**src/rtl/ctm_cfg.svh**
```systemverilog
// ctm_cfg.svh: offsets, field positions, reset values and timing counts
// assumes inclusion by bare name from the cycle timing block only
`ifndef CTM_CFG_SVH
`define CTM_CFG_SVH

// register offsets on the 8-bit index port
`define CTM_OFS_SETUP0 8'h3A
`define CTM_OFS_CMD0 8'h3B
`define CTM_OFS_RECOV0 8'h3C
`define CTM_OFS_SETUP1 8'h3D
`define CTM_OFS_CMD1 8'h3E
`define CTM_OFS_RECOV1 8'h3F
`define CTM_OFS_CTRL 8'h40
`define CTM_OFS_STAT 8'h41

// reset values of timer sets 0 and 1 (prescaler 1 in every phase)
`define CTM_RST_SETUP0 8'h01
`define CTM_RST_CMD0 8'h06
`define CTM_RST_RECOV0 8'h03
`define CTM_RST_SET1 8'h00

// timing register fields: prescaler select and multiplier value
`define CTM_PRES_HI 7
`define CTM_PRES_LO 6
`define CTM_VAL_HI 5
`define CTM_VAL_LO 0

// prescaler values selected by the two-bit field
`define CTM_PRES_0 9'h001
`define CTM_PRES_1 9'h010
`define CTM_PRES_2 9'h040
`define CTM_PRES_3 9'h100

// control register bits
`define CTM_CTRL_BYPASS 0
`define CTM_CTRL_SET 1

// reference clock and clock pin periods in ns; the pin clock is modelled
`define CTM_REF_NS 8
`define CTM_PIN_CLK_NS 56
`define CTM_PIN_CLK_DIV (`CTM_PIN_CLK_NS / `CTM_REF_NS)
// tick accumulator: modulus 4*div, step 7 with synthesizer, 4 bypassed
`define CTM_ACC_MOD (4 * `CTM_PIN_CLK_DIV)
`define CTM_STEP_SYN 6'h07
`define CTM_STEP_BYP 6'h04

// strobe hold after wait release, in internal clocks
`define CTM_WAIT_HOLD 2'h2

`endif

```
**src/rtl/ctm_pkg.sv**
```systemverilog
// ctm_pkg: types shared by the card cycle timing block
// assumes ctm_cfg.svh carries all numeric constants
package ctm_pkg;

  typedef enum logic [2:0] {
    CTM_IDLE = 3'b000,
    CTM_SETUP = 3'b001,
    CTM_CMD = 3'b010,
    CTM_RECOV = 3'b011
  } ctm_state_t;

  typedef struct packed {
    ctm_state_t state;
    logic [14:0] cnt;
    logic [1:0] hold;
    logic [4:0] acc;
    logic tick;
    logic [7:0] s0;
    logic [7:0] c0;
    logic [7:0] r0;
    logic [7:0] s1;
    logic [7:0] c1;
    logic [7:0] r1;
    logic [1:0] ctrl;
    logic cset;
    logic cwr;
    logic w1;
    logic w2;
    logic w3;
    logic wait_n;
    logic [15:0] d1;
    logic [15:0] d2;
    logic [15:0] d3;
    logic [15:0] dfil;
    logic [15:0] rdata;
    logic done;
    logic busy;
    logic [1:0] ce_n;
    logic reg_n;
    logic [25:0] addr;
    logic [15:0] dout;
    logic doe;
    logic oe_n;
    logic we_n;
    logic [7:0] rd;
  } ctm_st_t;

endpackage

```
**src/rtl/ctm_cycle_timing.sv**
```systemverilog
// ctm_cycle_timing: card socket memory word cycle timing generator
// assumes one 125 MHz reference clock; card pins arrive asynchronously
// What this block does and what it expects of the card
// each phase lasts prescaler times multiplier plus one internal clocks
// enables, register select, address, write data valid setup factor before strobe
// command strobe stays asserted at least the command factor
// address and write data held recovery factor after strobe release
// select bit zero: internal clock runs seven fourths of input clock
// select bit one: internal clock equals the input clock
// timer set 0 resets to setup 1, command 6, recovery 3
// card asserts wait no later than command factor minus two clocks
// strobe extends during wait and holds two clocks after release
// card drives read data within one clock after releasing wait
// card holds read data two clocks before output enable release
// output enable strobes reads, write enable strobes writes, same phases
//
// Local design decision: strobed register access.
`timescale 1ns/100ps
`include "ctm_cfg.svh"

module ctm_cycle_timing (
  input wire logic ref_clk_in, // reference clock
  input wire logic srst_in, // synchronous reset, high
  input wire logic [7:0] reg_addr_in, // register index
  input wire logic [7:0] reg_wdata_in, // register write data
  input wire logic reg_wr_in, // register write strobe
  input wire logic reg_rd_in, // register read strobe
  output logic [7:0] reg_rdata_out, // read data, cycle after strobe
  input wire logic cyc_req_in, // start a card cycle, taken when idle
  input wire logic cyc_write_in, // 1 write, 0 read
  input wire logic cyc_attr_in, // 1 selects attribute space
  input wire logic [25:0] cyc_addr_in, // card address
  input wire logic [15:0] cyc_wdata_in, // write data
  output logic cyc_busy_out, // cycle in progress
  output logic cyc_done_out, // one-cycle pulse at cycle end
  output logic [15:0] cyc_rdata_out, // data captured on a read
  output logic [1:0] card_ce_n_out, // card enables, low
  output logic card_reg_n_out, // register select, low
  output logic [25:0] card_addr_out, // card address pins
  output logic [15:0] card_data_out, // data pins, driven value
  output logic card_data_oe_out, // data pins driven
  input wire logic [15:0] card_data_in, // data pins, sampled value
  output logic card_oe_n_out, // read strobe, low
  output logic card_we_n_out, // write strobe, low
  input wire logic card_wait_n_in // card wait, low stretches
);

  ctm_pkg::ctm_st_t st;
  ctm_pkg::ctm_st_t nx;

  // phase factor from one timing register
  function automatic logic [14:0] ctm_factor(input logic [7:0] v);
    logic [8:0] pres;
    logic [17:0] prod;
    case (v[`CTM_PRES_HI:`CTM_PRES_LO])
      2'b00: pres = `CTM_PRES_0;
      2'b01: pres = `CTM_PRES_1;
      2'b10: pres = `CTM_PRES_2;
      default: pres = `CTM_PRES_3;
    endcase
    // operands widened first so the largest prescaler does not wrap
    prod = {9'h000, pres} * {12'h000, v[`CTM_VAL_HI:`CTM_VAL_LO]} + 18'h00001;
    return prod[14:0];
  endfunction

  logic [14:0] fac_s;
  logic [14:0] fac_c;
  logic [14:0] fac_r;
  logic [5:0] acc_sum;

  // factors of the selected set; latched set keeps a cycle self-consistent
  always_comb begin
    fac_s = ctm_factor(st.cset ? st.s1 : st.s0);
    fac_c = ctm_factor(st.cset ? st.c1 : st.c0);
    fac_r = ctm_factor(st.cset ? st.r1 : st.r0);
  end

  // internal clock as a tick from a fractional accumulator
  always_comb begin
    if (st.ctrl[`CTM_CTRL_BYPASS]) begin
      acc_sum = {1'b0, st.acc} + `CTM_STEP_BYP;
    end else begin
      acc_sum = {1'b0, st.acc} + `CTM_STEP_SYN;
    end
  end

  // next state of everything
  always_comb begin
    nx = st;
    // pin inputs: three flops, a change counts once stages two and three agree
    nx.w1 = card_wait_n_in;
    nx.w2 = st.w1;
    nx.w3 = st.w2;
    if (st.w2 == st.w3) begin
      nx.wait_n = st.w3;
    end
    nx.d1 = card_data_in;
    nx.d2 = st.d1;
    nx.d3 = st.d2;
    if (st.d2 == st.d3) begin
      nx.dfil = st.d3;
    end
    // tick generator
    if (acc_sum >= 6'(`CTM_ACC_MOD)) begin
      nx.acc = 5'(acc_sum - 6'(`CTM_ACC_MOD));
      nx.tick = 1'b1;
    end else begin
      nx.acc = acc_sum[4:0];
      nx.tick = 1'b0;
    end
    // register writes
    if (reg_wr_in) begin
      if (reg_addr_in == `CTM_OFS_SETUP0) begin
        nx.s0 = reg_wdata_in;
      end else if (reg_addr_in == `CTM_OFS_CMD0) begin
        nx.c0 = reg_wdata_in;
      end else if (reg_addr_in == `CTM_OFS_RECOV0) begin
        nx.r0 = reg_wdata_in;
      end else if (reg_addr_in == `CTM_OFS_SETUP1) begin
        nx.s1 = reg_wdata_in;
      end else if (reg_addr_in == `CTM_OFS_CMD1) begin
        nx.c1 = reg_wdata_in;
      end else if (reg_addr_in == `CTM_OFS_RECOV1) begin
        nx.r1 = reg_wdata_in;
      end else if (reg_addr_in == `CTM_OFS_CTRL) begin
        nx.ctrl = reg_wdata_in[1:0];
      end
    end
    // register reads; unmapped indexes read zero
    nx.rd = 8'h00;
    if (reg_rd_in) begin
      if (reg_addr_in == `CTM_OFS_SETUP0) begin
        nx.rd = st.s0;
      end else if (reg_addr_in == `CTM_OFS_CMD0) begin
        nx.rd = st.c0;
      end else if (reg_addr_in == `CTM_OFS_RECOV0) begin
        nx.rd = st.r0;
      end else if (reg_addr_in == `CTM_OFS_SETUP1) begin
        nx.rd = st.s1;
      end else if (reg_addr_in == `CTM_OFS_CMD1) begin
        nx.rd = st.c1;
      end else if (reg_addr_in == `CTM_OFS_RECOV1) begin
        nx.rd = st.r1;
      end else if (reg_addr_in == `CTM_OFS_CTRL) begin
        nx.rd = {6'h00, st.ctrl};
      end else if (reg_addr_in == `CTM_OFS_STAT) begin
        nx.rd = {3'h0, ~st.wait_n, st.busy, st.state};
      end
    end
    // cycle sequencer; counts only on internal clock ticks
    nx.done = 1'b0;
    case (st.state)
      ctm_pkg::CTM_IDLE: begin
        if (cyc_req_in) begin
          nx.cset = st.ctrl[`CTM_CTRL_SET];
          nx.cwr = cyc_write_in;
          nx.ce_n = 2'b00;
          nx.reg_n = ~cyc_attr_in;
          nx.addr = cyc_addr_in;
          nx.dout = cyc_wdata_in;
          nx.doe = cyc_write_in;
          // one extra tick: the request is not tick aligned, the first tick is partial
          nx.cnt = ctm_factor(st.ctrl[`CTM_CTRL_SET] ? st.s1 : st.s0) + 15'h0001;
          nx.state = ctm_pkg::CTM_SETUP;
        end
      end
      ctm_pkg::CTM_SETUP: begin
        if (st.tick) begin
          if (st.cnt == 15'h0001) begin
            nx.oe_n = st.cwr;
            nx.we_n = ~st.cwr;
            nx.cnt = fac_c;
            nx.hold = 2'h3; // no wait seen yet
            nx.state = ctm_pkg::CTM_CMD;
          end else begin
            nx.cnt = st.cnt - 15'h0001;
          end
        end
      end
      ctm_pkg::CTM_CMD: begin
        if (st.tick) begin
          // strobe ends only past the factor, out of wait, and after the hold
          if (st.cnt == 15'h0001 && st.wait_n && st.hold >= `CTM_WAIT_HOLD) begin
            nx.oe_n = 1'b1;
            nx.we_n = 1'b1;
            if (!st.cwr) begin
              nx.rdata = st.dfil; // card holds data up to here
            end
            nx.cnt = fac_r;
            nx.state = ctm_pkg::CTM_RECOV;
          end else begin
            if (st.cnt != 15'h0001) begin
              nx.cnt = st.cnt - 15'h0001;
            end
            if (!st.wait_n) begin
              nx.hold = 2'h0;
            end else if (st.hold != 2'h3) begin
              nx.hold = st.hold + 2'h1;
            end
          end
        end
      end
      ctm_pkg::CTM_RECOV: begin
        // address and write data stay put through recovery
        if (st.tick) begin
          if (st.cnt == 15'h0001) begin
            nx.doe = 1'b0;
            nx.ce_n = 2'b11;
            nx.done = 1'b1;
            nx.state = ctm_pkg::CTM_IDLE;
          end else begin
            nx.cnt = st.cnt - 15'h0001;
          end
        end
      end
      default: begin
        nx.state = ctm_pkg::CTM_IDLE;
      end
    endcase
    nx.busy = (nx.state != ctm_pkg::CTM_IDLE);
  end

  // single state register; reset leaves the socket quiet
  always_ff @(posedge ref_clk_in) begin
    if (srst_in) begin
      st <= '0;
      st.s0 <= `CTM_RST_SETUP0;
      st.c0 <= `CTM_RST_CMD0;
      st.r0 <= `CTM_RST_RECOV0;
      st.s1 <= `CTM_RST_SET1;
      st.c1 <= `CTM_RST_SET1;
      st.r1 <= `CTM_RST_SET1;
      st.w1 <= 1'b1;
      st.w2 <= 1'b1;
      st.w3 <= 1'b1;
      st.wait_n <= 1'b1;
      st.ce_n <= 2'b11;
      st.reg_n <= 1'b1;
      st.oe_n <= 1'b1;
      st.we_n <= 1'b1;
    end else begin
      st <= nx;
    end
  end

  assign reg_rdata_out = st.rd;
  assign cyc_busy_out = st.busy;
  assign cyc_done_out = st.done;
  assign cyc_rdata_out = st.rdata;
  assign card_ce_n_out = st.ce_n;
  assign card_reg_n_out = st.reg_n;
  assign card_addr_out = st.addr;
  assign card_data_out = st.dout;
  assign card_data_oe_out = st.doe;
  assign card_oe_n_out = st.oe_n;
  assign card_we_n_out = st.we_n;

  // helper: ticks spent in the current phase
  logic [15:0] h_ticks;
  always_ff @(posedge ref_clk_in) begin
    if (srst_in || nx.state != st.state) begin
      h_ticks <= 16'h0000;
    end else if (st.tick) begin
      h_ticks <= h_ticks + 16'h0001;
    end
  end
endmodule

```
**config.mk**
```make
export PLATFORM = sky130hd
export DESIGN_NAME = ctm_cycle_timing
export DESIGN_NICKNAME = d
export VERILOG_FILES = /design/src/rtl/ctm_pkg.sv /design/src/rtl/ctm_cycle_timing.sv
export VERILOG_INCLUDE_DIRS = /design/src /design/src/rtl
export SDC_FILE = /design/constraint.sdc
export NUM_CORES = 1
export LEC_CHECK = 0
export BUFFER_PORTS_ARGS = -buffer_cell sky130_fd_sc_hd__buf_2
export CAP_MARGIN = 20
export CORE_ASPECT_RATIO = 0.9
export CORE_MARGIN = 10
export CORE_UTILIZATION = 49
export CTS_CLUSTER_SIZE = 25
export DETAILED_ROUTE_END_ITERATION = 12
export GPL_ROUTABILITY_DRIVEN = 0
export GPL_TIMING_DRIVEN = 0
export PLACE_DENSITY = 0.69
export SYNTH_ARGS = -nofsm -noshare
export SYNTH_HDL_FRONTEND = slang
export SYNTH_SLANG_ARGS = --single-unit
```
**constraint.sdc**
```tcl
create_clock -name ref_clk_in -period 5.4 [get_ports ref_clk_in]
set_clock_uncertainty 0.05 [all_clocks]
set_input_delay 0.27 -clock ref_clk_in [delete_from_list [all_inputs] [get_ports ref_clk_in]]
set_output_delay 0.27 -clock ref_clk_in [all_outputs]
set_load 0.05 [all_outputs]
```
### After elaboration in Yosys (flattened, before gate mapping)

Index checks and enable logic that the tools add are counted.

* RAM bits: 0
* output and inout port bits: 74
* word-level logic and storage cells: 165
* bits in latches: 0
* register bits after elaboration: 220
* memory bits (read-only): 0
* memories kept: 0
* input bits: 82

* eq/ne operators: 33
* reduce and logical (&&, ||, !) cells: 25
* multipliers: 3
* $lt $le $gt $ge: 2
* multiplexer cells: 48
* bitwise gates (word level): 12
* $add $sub $neg: 9
* divide/modulo/power cells: 0
* shift operators: 0

Operators by type and width (number)
* case mux 9 bit (3 select lines): 3
* two-way mux 8 bit: 9
* adder 15 x 1 -> 15 bit, second input constant: 4
* two-way mux 15 bit: 4
* case mux 15 bit (4 select lines): 1
* == test 8 x 6 -> 1 bit, second input constant: 6
* two-way mux 46 bit: 1
* multiplier 9 x 6 -> 15 bit: 3
* two-way mux 20 bit: 2
* two-way mux 18 bit: 2
* inequality test 2 bit, second input constant: 10
* two-way mux 2 bit: 9
* two-way mux 9 bit: 2
* == test 16 bit: 1
* == test 8 x 7 -> 1 bit, second input constant: 2
* == test 15 x 1 -> 1 bit, second input constant: 1
* inequality test 15 x 1 -> 1 bit, second input constant: 1
* subtractor 15 x 1 -> 15 bit, second input constant: 1
* AND reduction 7 bit: 2
* adder 5 x 3 -> 6 bit, second input constant: 2
* two-way mux 6 bit: 2
* inverter 1 bit: 12
* case mux 2 bit (2 select lines): 3
* case mux 3 bit (4 select lines): 1
* other kinds (28): 48

### Longest topological paths before layout

Gate-level depths: netlist (run 1).

* word-level depth: 11
* depth in mapped cells: 18
* mapped depth without buffers: 17

### Worst setup path after synthesis (run 1)

No wires, ideal clock.

* path kind: register -> register
* start point: reg st[145] (netlist name)
* end point: reg st[213] (netlist name)
* setup slack: 1.191 ns
* period minus slack after synthesis: 4.209 ns
* stages on the path, launching flop included: 17
* setup time: 0.086 ns
* data required time: 5.264 ns
* data arrival time: 4.073 ns
* path buffers: 2
* cells stage by stage: dfxtp_1 > clkbuf_1 > buf_1 > mux2i_1 > nor2_1 > ha_1 > ha_1 > inv_1 > fa_1 > inv_1 > ha_1 > and3_1 > a2111oi_0 > xor2_1 > o221ai_1 > a21oi_1 > a211oi_1

* cells in the longest elaborated chain, start to end: 10
* elaborated cells between the ends (all ways): 12
* classes of those cells: 2 x add/sub; 1 x mul; 2 x eq/ne; 6 x mux; 1 x reduce/logical

Ends and longest elaborated chain
* from (decl): line ctm_cycle_timing.sv:48 `ctm_pkg::ctm_st_t st;`
* from (signal assigned): line ctm_cycle_timing.sv:242 `st <= nx;`
* two-way mux 8 bit *: line ctm_cycle_timing.sv:163 `` nx.cnt = ctm_factor(st.ctrl[`CTM_CTRL_SET] ? st.s1 : st.s0) + 15'h0001; ``
* == test 2 bit (tied with other cells): line ctm_cycle_timing.sv:55 `` case (v[`CTM_PRES_HI:`CTM_PRES_LO]) ``
* case mux 9 bit (3 select lines): line ctm_cycle_timing.sv:55
* two-way mux 9 bit: line ctm_cycle_timing.sv:154 `if (cyc_req_in) begin`
* two-way mux 9 bit: line ctm_cycle_timing.sv:152 `case (st.state)`
* multiplier 9 x 6 -> 15 bit *: line ctm_cycle_timing.sv:62 `` prod = {9'h000, pres} * {12'h000, v[`CTM_VAL_HI:`CTM_VAL_LO]} + 18'h00001; ``
* adder 15 x 1 -> 15 bit *: line ctm_cycle_timing.sv:62
* adder 15 x 1 -> 15 bit *: line ctm_cycle_timing.sv:163
* two-way mux 18 bit *: line ctm_cycle_timing.sv:154
* case mux 15 bit (4 select lines) *: line ctm_cycle_timing.sv:152

Mark *: on every way between the ends. The rest lies on a longest branch, timed or not. The select of a mux whose other input is x is not followed.
A chain may end at the register's enable or synchronous reset.

### Worst setup path after layout (run 1)

Same ends and word-level chain as after synthesis.

==> impl_metrics.env, run 1 <==
export IMPL_synthFlopType="dfxtp_1"
export IMPL_cp_start_kind="register"
export IMPL_worstReg2RegEnd="st[213]"
export IMPL_cts_tree="built"
export IMPL_synth_edf_count=0
export IMPL_syn_num_nets=1609
export IMPL_status="completed"
export IMPL_antennaDiodeCount=0
export IMPL_setup_viol_count_final=0
export IMPL_dr_pass1_iters=6
export IMPL_rows=54
export IMPL_cts_sinks=219
export IMPL_ir_drop_uv=181.9
export IMPL_die_w_um=185.7
export IMPL_p_leak_nw=6.543
export IMPL_detailed_place_hpwl_um=26270
export IMPL_cp_startpoint="st[145]"
export IMPL_ys_warn_count=0
export IMPL_hold_violations=0
export IMPL_crit_required_ns=5.78
export IMPL_fin_nets=1851
export IMPL_grt_pass1_vias=10610
export IMPL_via_count=10910
export IMPL_overflow=0
export IMPL_ctsHtreeMaxLevel=1
export IMPL_initial_core_util_pct=49.90
export IMPL_hold_path_class="in2reg"
export IMPL_crit_path_end="st[213]"
export IMPL_clk_pin_slew_ns=0.07
export IMPL_crit_path_max_fanout=10
export IMPL_syn_area_um2=12100
export IMPL_synth_top_area_share_pct=36.22
export IMPL_cts_buffers=23
export IMPL_clockBufferDepth=3
export IMPL_ant_nets=0
export IMPL_slew_viol_final=0
export IMPL_synth_cell_types=79
export IMPL_core_um2=24260
export IMPL_avgSynthCellArea_um2=8.453
export IMPL_drt_total_wl_um=35180
export IMPL_drc=0
export IMPL_r2r_slack_ns=0.23
export IMPL_grt_setup_unrepaired="false"
export IMPL_io_buffers=153
export IMPL_vias_per_cell=5.459
export IMPL_synth_area_leaders="dfxtp_1, ha_1, mux2i_1"
export IMPL_reg2regPathDepth=17
export IMPL_synth_most_common_cell="dfxtp_1"
export IMPL_synth_common_cells="dfxtp_1, nor2_1, nand2_1"
export IMPL_end_kind="register"
export IMPL_area_growth_pct=21.34
export IMPL_wl_per_cell_um=17.60
export IMPL_grtUsageTotal_pct=21.89
export IMPL_postSynthCellCount=1432
export IMPL_async_flop_share_pct=0
export IMPL_p_total_mw=3.821
export IMPL_post_cts_buffers=0
export IMPL_ys_ff_latch=219
export IMPL_antenna_found_initial=0
export IMPL_die_area_um2=31400
export IMPL_power_density_nw_per_um2=260.2
export IMPL_crit_arrival_ns=5.55
export IMPL_criticalPathCategory="reg2reg"
export IMPL_yosysTopAreaCell="dfxtp_1"
export IMPL_relSlewSlack_pct=26.84
export IMPL_finalCritPeriodShare_pct=95.77
export IMPL_fmax_ghz=0.1934
export IMPL_grt_pass1_wl_um=56310
export IMPL_ys_seq_area_share_pct=36.22
export IMPL_worst_pin_slew_ns=1.088
export IMPL_ios=156
export IMPL_fin_crit_ns=5.172
export IMPL_grt_start_max_net_pins=15
export IMPL_max_cap_violations=0
export IMPL_clock_latency_ns=0.53
export IMPL_cts_root_buf="clkbuf_16"
export IMPL_die_h_um=169.1
export IMPL_layout_drive_gt1_share_pct=17.68
export IMPL_utilization_pct=60.55
export IMPL_r2r_start="st[145]"
export IMPL_drt_iter0_markers=968
[metal layers]
metal / track usage (%) / wire length (µm) / vias to the layer above
met1: 29.22 / 15650 / 5057
met5: 0 / 0 / -
li1: - / - / 5365
met4: 5.814 / 898 / 0
met2: 35.81 / 16050 / 416
met3: 3.596 / 2575 / 74
[cells in the final DEF (no fill, tap or decap), types with 8 or more instances in the layout]
| master | netlist | final |
|---|---|---|
| a211oi_1 | 17 | 17 |
| a21oi_1 | 117 | 117 |
| a31oi_1 | 11 | 11 |
| buf_2 | 6 | 160 |
| buf_4 | 68 | 68 |
| clkbuf_1 | 54 | 57 |
| clkbuf_16 | 0 | 23 |
| clkbuf_8 | 0 | 8 |
| dfxtp_1 | 219 | 219 |
| dlygate4sd3_1 | 0 | 64 |
| ha_1 | 89 | 89 |
| inv_1 | 29 | 29 |
| mux2i_1 | 80 | 79 |
| nand2_1 | 181 | 181 |
| nand3_1 | 14 | 14 |
| nand4_1 | 8 | 8 |
| nor2_1 | 192 | 192 |
| nor2b_1 | 51 | 51 |
| nor3_1 | 23 | 23 |
| o21ai_0 | 37 | 37 |
| o21bai_1 | 9 | 9 |
| o22ai_1 | 10 | 10 |
| or2_2 | 11 | 11 |
| or3_1 | 10 | 10 |
| xnor2_1 | 41 | 41 |
| xor2_1 | 19 | 19 |
[stage by stage]
stage	area, µm²	setup slack (ns)	hold slack [ns]	setup TNS, ns	std cells
after floorplan	12100	1.191	0.3238	0	1432
after global placement	13260	-0.008132	0.3479	-0.008132	1893
after detailed placement	13260	-0.01288	0.3651	-0.01288	1893
after CTS	14680	0.1833	0.001157	0	1999
after global routing	14690	0.04059	0.01681	0	1999
final	14690	0.2285	0.01394	0	1999
[cells by family after synthesis]
group,Yosys count,share of synthesized area [%]
AND/OR/NAND/NOR,540,20.65
AO/OA/AOI/OAI,267,13.60
flip-flops,219,36.22
buffers and inverters,161,7.225
adder cells (fa/ha/maj),95,10.19
multiplexers,89,7.732
XOR/XNOR,60,4.342
other,1,0.03098
[worst max-delay path, cell delays in order, from the launching register on]
cell,delay (ns)
dfxtp_1,0.30
clkbuf_1,0.49
buf_2,0.44
mux2i_1,0.58
nor2_1,0.10
ha_1,0.30
ha_1,0.27
inv_1,0.05
fa_1,0.54
inv_1,0.05
ha_1,0.35
nand3_1,0.11
a21oi_1,0.04
a2111oi_0,0.63
xor2_1,0.19
o221ai_1,0.26
a21oi_1,0.07
a211oi_1,0.26
[power by group]
part	internal (mW)	switching, mW	total (mW)
Combinational	0.200	0.296	0.496
Sequential	1.67	0.0384	1.71
Clock	0.952	0.667	1.62
Total	2.82	1.00	3.82
[worst min path at each step]
stage | startpoint | to | slack [ns] | cells past startpoint
6_report | reg_wdata_in[2] | st[180] | 0.01 | 3
5_1_grt | cyc_attr_in | card_reg_n_out | 0.02 | 3
4_1_cts | cyc_attr_in | card_reg_n_out | 0.001 | 3
3_5_place_dp | nx[140] | nx[139] | 0.37 | 1
3_3_place_gp | nx[140] | nx[139] | 0.35 | 1
2_1_floorplan | card_wait_n_in | nx[140] | 0.32 | 1
[cell type report]
type                    count  area, µm²
plain buffers             132      769.5
clock buffers              36      704.4
fillers                  2123       9569
flip-flops and latches    219       4384
multi-input cells        1052       6849
clock inverters             6      78.83
well taps                 308      385.4
repair buffers            217       1406
inverters                  29      108.9
[what timing repair did]
item,4_1_cts,5_1_grt
hold buffers,64,0
pin swaps,0,0
resized for setup,1,6
endpoints found under the setup margin,2,3
hold endpoints to repair,65,0
[registers in the layout, summed over array words and instances (netlist names)]
name and count:
card_oe_n_out 1, card_reg_n_out 1, st 112, card_ce_n_out 1, reg_rdata_out 8, cyc_done_out 1, card_data_oe_out 1, cyc_rdata_out 16
card_we_n_out 1, nx 34, cyc_busy_out 1, card_data_out 16, card_addr_out 26
Note: power is estimated with default switching activity, not from simulation.
==> run 2: changes to the inputs <==
--- a/config.mk
+++ b/config.mk
@@ -10,12 +10,12 @@
 export CAP_MARGIN = 20
 export CORE_ASPECT_RATIO = 0.9
 export CORE_MARGIN = 10
-export CORE_UTILIZATION = 49
+export CORE_UTILIZATION = 55
 export CTS_CLUSTER_SIZE = 25
 export DETAILED_ROUTE_END_ITERATION = 12
 export GPL_ROUTABILITY_DRIVEN = 0
 export GPL_TIMING_DRIVEN = 0
-export PLACE_DENSITY = 0.69
+export PLACE_DENSITY = 0.76
 export SYNTH_ARGS = -nofsm -noshare
 export SYNTH_HDL_FRONTEND = slang
 export SYNTH_SLANG_ARGS = --single-unit
==> impl_metrics.env, run 2 (synthesis results as in run 1) <==
export IMPL_status="completed"
export IMPL_relSlewSlack_pct=27.79
export IMPL_p_clk_share_pct=41.7
export IMPL_p_sw_share_pct=26.24
export IMPL_clockBufferDepth=3
export IMPL_detailed_place_hpwl_um=25740
export IMPL_cp_start_kind="register"
export IMPL_utilization_pct=67.74
export IMPL_cts_sinks=219
export IMPL_clk_pin_slew_ns=0.06
export IMPL_grtUsageTotal_pct=23.69
export IMPL_final_cell_mix="dfxtp_1, nor2_1, nand2_1"
export IMPL_grt_start_max_net_pins=15
export IMPL_cts_buffers=23
export IMPL_worst_pin_slew_ns=1.074
export IMPL_p_leak_nw=6.538
export IMPL_cp_startpoint="st[145]"
export IMPL_p_total_mw=3.790
export IMPL_cts_root_buf="clkbuf_16"
export IMPL_slew_viol_final=0
export IMPL_slowest_delay_ns=0.55
export IMPL_drc=0
export IMPL_fin_nets=1850
export IMPL_vias_per_cell=5.563
export IMPL_die_w_um=176.4
export IMPL_end_kind="register"
export IMPL_cts_tree="built"
export IMPL_crit_path_max_fanout=10
export IMPL_slowest_stage="a2111oi_1"
export IMPL_largest_reg_flops=112
export IMPL_crit_required_ns=5.78
export IMPL_initial_core_util_pct=55.95
export IMPL_ant_nets=0
export IMPL_layout_commonest_cell="dfxtp_1"
export IMPL_final_setup_worst_slack_ns=0.3253
export IMPL_regMostFlops="st"
export IMPL_io_buffers=153
export IMPL_wl_per_cell_um=17.62
export IMPL_rows=51
export IMPL_die_area_um2=28350
export IMPL_overflow=0
export IMPL_combPwrFrac_pct=13.3
export IMPL_die_h_um=160.7
export IMPL_power_density_nw_per_um2=258.6
export IMPL_ios=156
export IMPL_crit_buf_inv=4
export IMPL_hold_path_class="in2reg"
export IMPL_drt_total_wl_um=34950
export IMPL_setup_viol_count_final=0
export IMPL_drt_iter0_markers=1172
export IMPL_fmax_ghz=0.1971
export IMPL_post_cts_buffers=0
export IMPL_place_area_um2=13230
export IMPL_ctsHtreeMaxLevel=1
export IMPL_max_cap_violations=0
export IMPL_clock_latency_ns=0.52
export IMPL_fin_crit_ns=5.075
export IMPL_crit_arrival_ns=5.45
export IMPL_grt_pass1_wl_um=55430
export IMPL_p_int_mw=2.796
export IMPL_layout_drive_gt1_share_pct=17.84
export IMPL_grt_setup_unrepaired="false"
export IMPL_finalCritPeriodShare_pct=93.98
export IMPL_core_um2=21630
export IMPL_p_sw_uw=994.4
export IMPL_dr_pass1_iters=5
export IMPL_stdcell_area_um2=14650
export IMPL_hold_violations=0
export IMPL_pwr_share_seq_pct=45.1
export IMPL_cp_cell_sequence="clkbuf_1 > buf_2 > mux2i_2 > nor2_1 > ha_1 > ha_1 > inv_1 > fa_1 > inv_1 > ha_1 > nand3_1 > a21oi_1 > a2111oi_1 > xor2_1 > o221ai_1 > a21oi_1 > a211oi_1"
export IMPL_antenna_found_initial=6
export IMPL_min_from="reg_wdata_in[6]"
export IMPL_cp_top_family="adder cells"
export IMPL_area_growth_pct=21.07
export IMPL_cp_common_cell="ha_1"
export IMPL_grt_pass1_vias=10530
export IMPL_via_count=11040
export IMPL_criticalPathCategory="reg2reg"
export IMPL_r2r_start="st[145]"
export IMPL_dpl_worst_slack_ns=-0.02333
export IMPL_ir_drop_uv=242.8
[run 2: what timing repair did]
item	4_1_cts	5_1_grt
endpoints found under the hold margin	64	0
setup endpoints to repair	2	4
hold buffers	63	0
resized for setup	1	6
[run 2: final timing paths]
kind | end | slack [ns] | cells after the start
worst max-delay path | st[213] | 0.33 | 17
worst min-delay path | st[184] | 0.02 | 3
worst max register to register | st[213] | 0.33 | 17
worst min register to register | nx[139] | 0.37 | 1
[run 2: cell type report]
| class | count | area (µm²) |
|---|---|---|
| diodes | 6 | 15.01 |
| plain buffers | 132 | 768.2 |
| clock buffers | 30 | 671.9 |
| clock inverters | 9 | 91.34 |
| fillers | 1675 | 6978 |
| inverters | 29 | 108.9 |
| multi-input cells | 1052 | 6854 |
| flip-flops and latches | 219 | 4384 |
| well taps | 291 | 364.1 |
| repair buffers | 216 | 1396 |
[run 2: power groups by stage]
stage / combinational [mW] / clock (mW) / sequential, mW
after floorplan: 0.323 / 0 / 1.74
after global placement: 0.438 / 0 / 1.74
after detailed placement: 0.447 / 0 / 1.74
after CTS: 0.494 / 1.60 / 1.71
after global routing: 0.542 / 1.68 / 1.71
final: 0.503 / 1.58 / 1.71
[run 2: metrics by stage]
step | hold slack, ns | setup TNS [ns] | std cells
6_report | 0.02123 | 0 | 1984
5_1_grt | 0.02435 | 0 | 1982
4_1_cts | 0.008207 | 0 | 1978
3_5_place_dp | 0.3509 | -0.02333 | 1876
3_3_place_gp | 0.3483 | 0 | 1876
2_1_floorplan | 0.3238 | 0 | 1432
[run 2: worst reg2reg max path, cell delays in order (launching register included)]
cell	delay [ns]
dfxtp_1	0.31
clkbuf_1	0.46
buf_2	0.45
mux2i_2	0.51
nor2_1	0.11
ha_1	0.32
ha_1	0.28
inv_1	0.05
fa_1	0.54
inv_1	0.05
ha_1	0.35
nand3_1	0.11
a21oi_1	0.05
a2111oi_1	0.55
xor2_1	0.21
o221ai_1	0.26
a21oi_1	0.08
a211oi_1	0.26
[run 2: layer usage]
layer	GRT usage [%]	share of wire (%)
met1	30.30	43
met2	37.74	45
met3	6.071	8.8
met4	8.553	3.1
met5	0	0
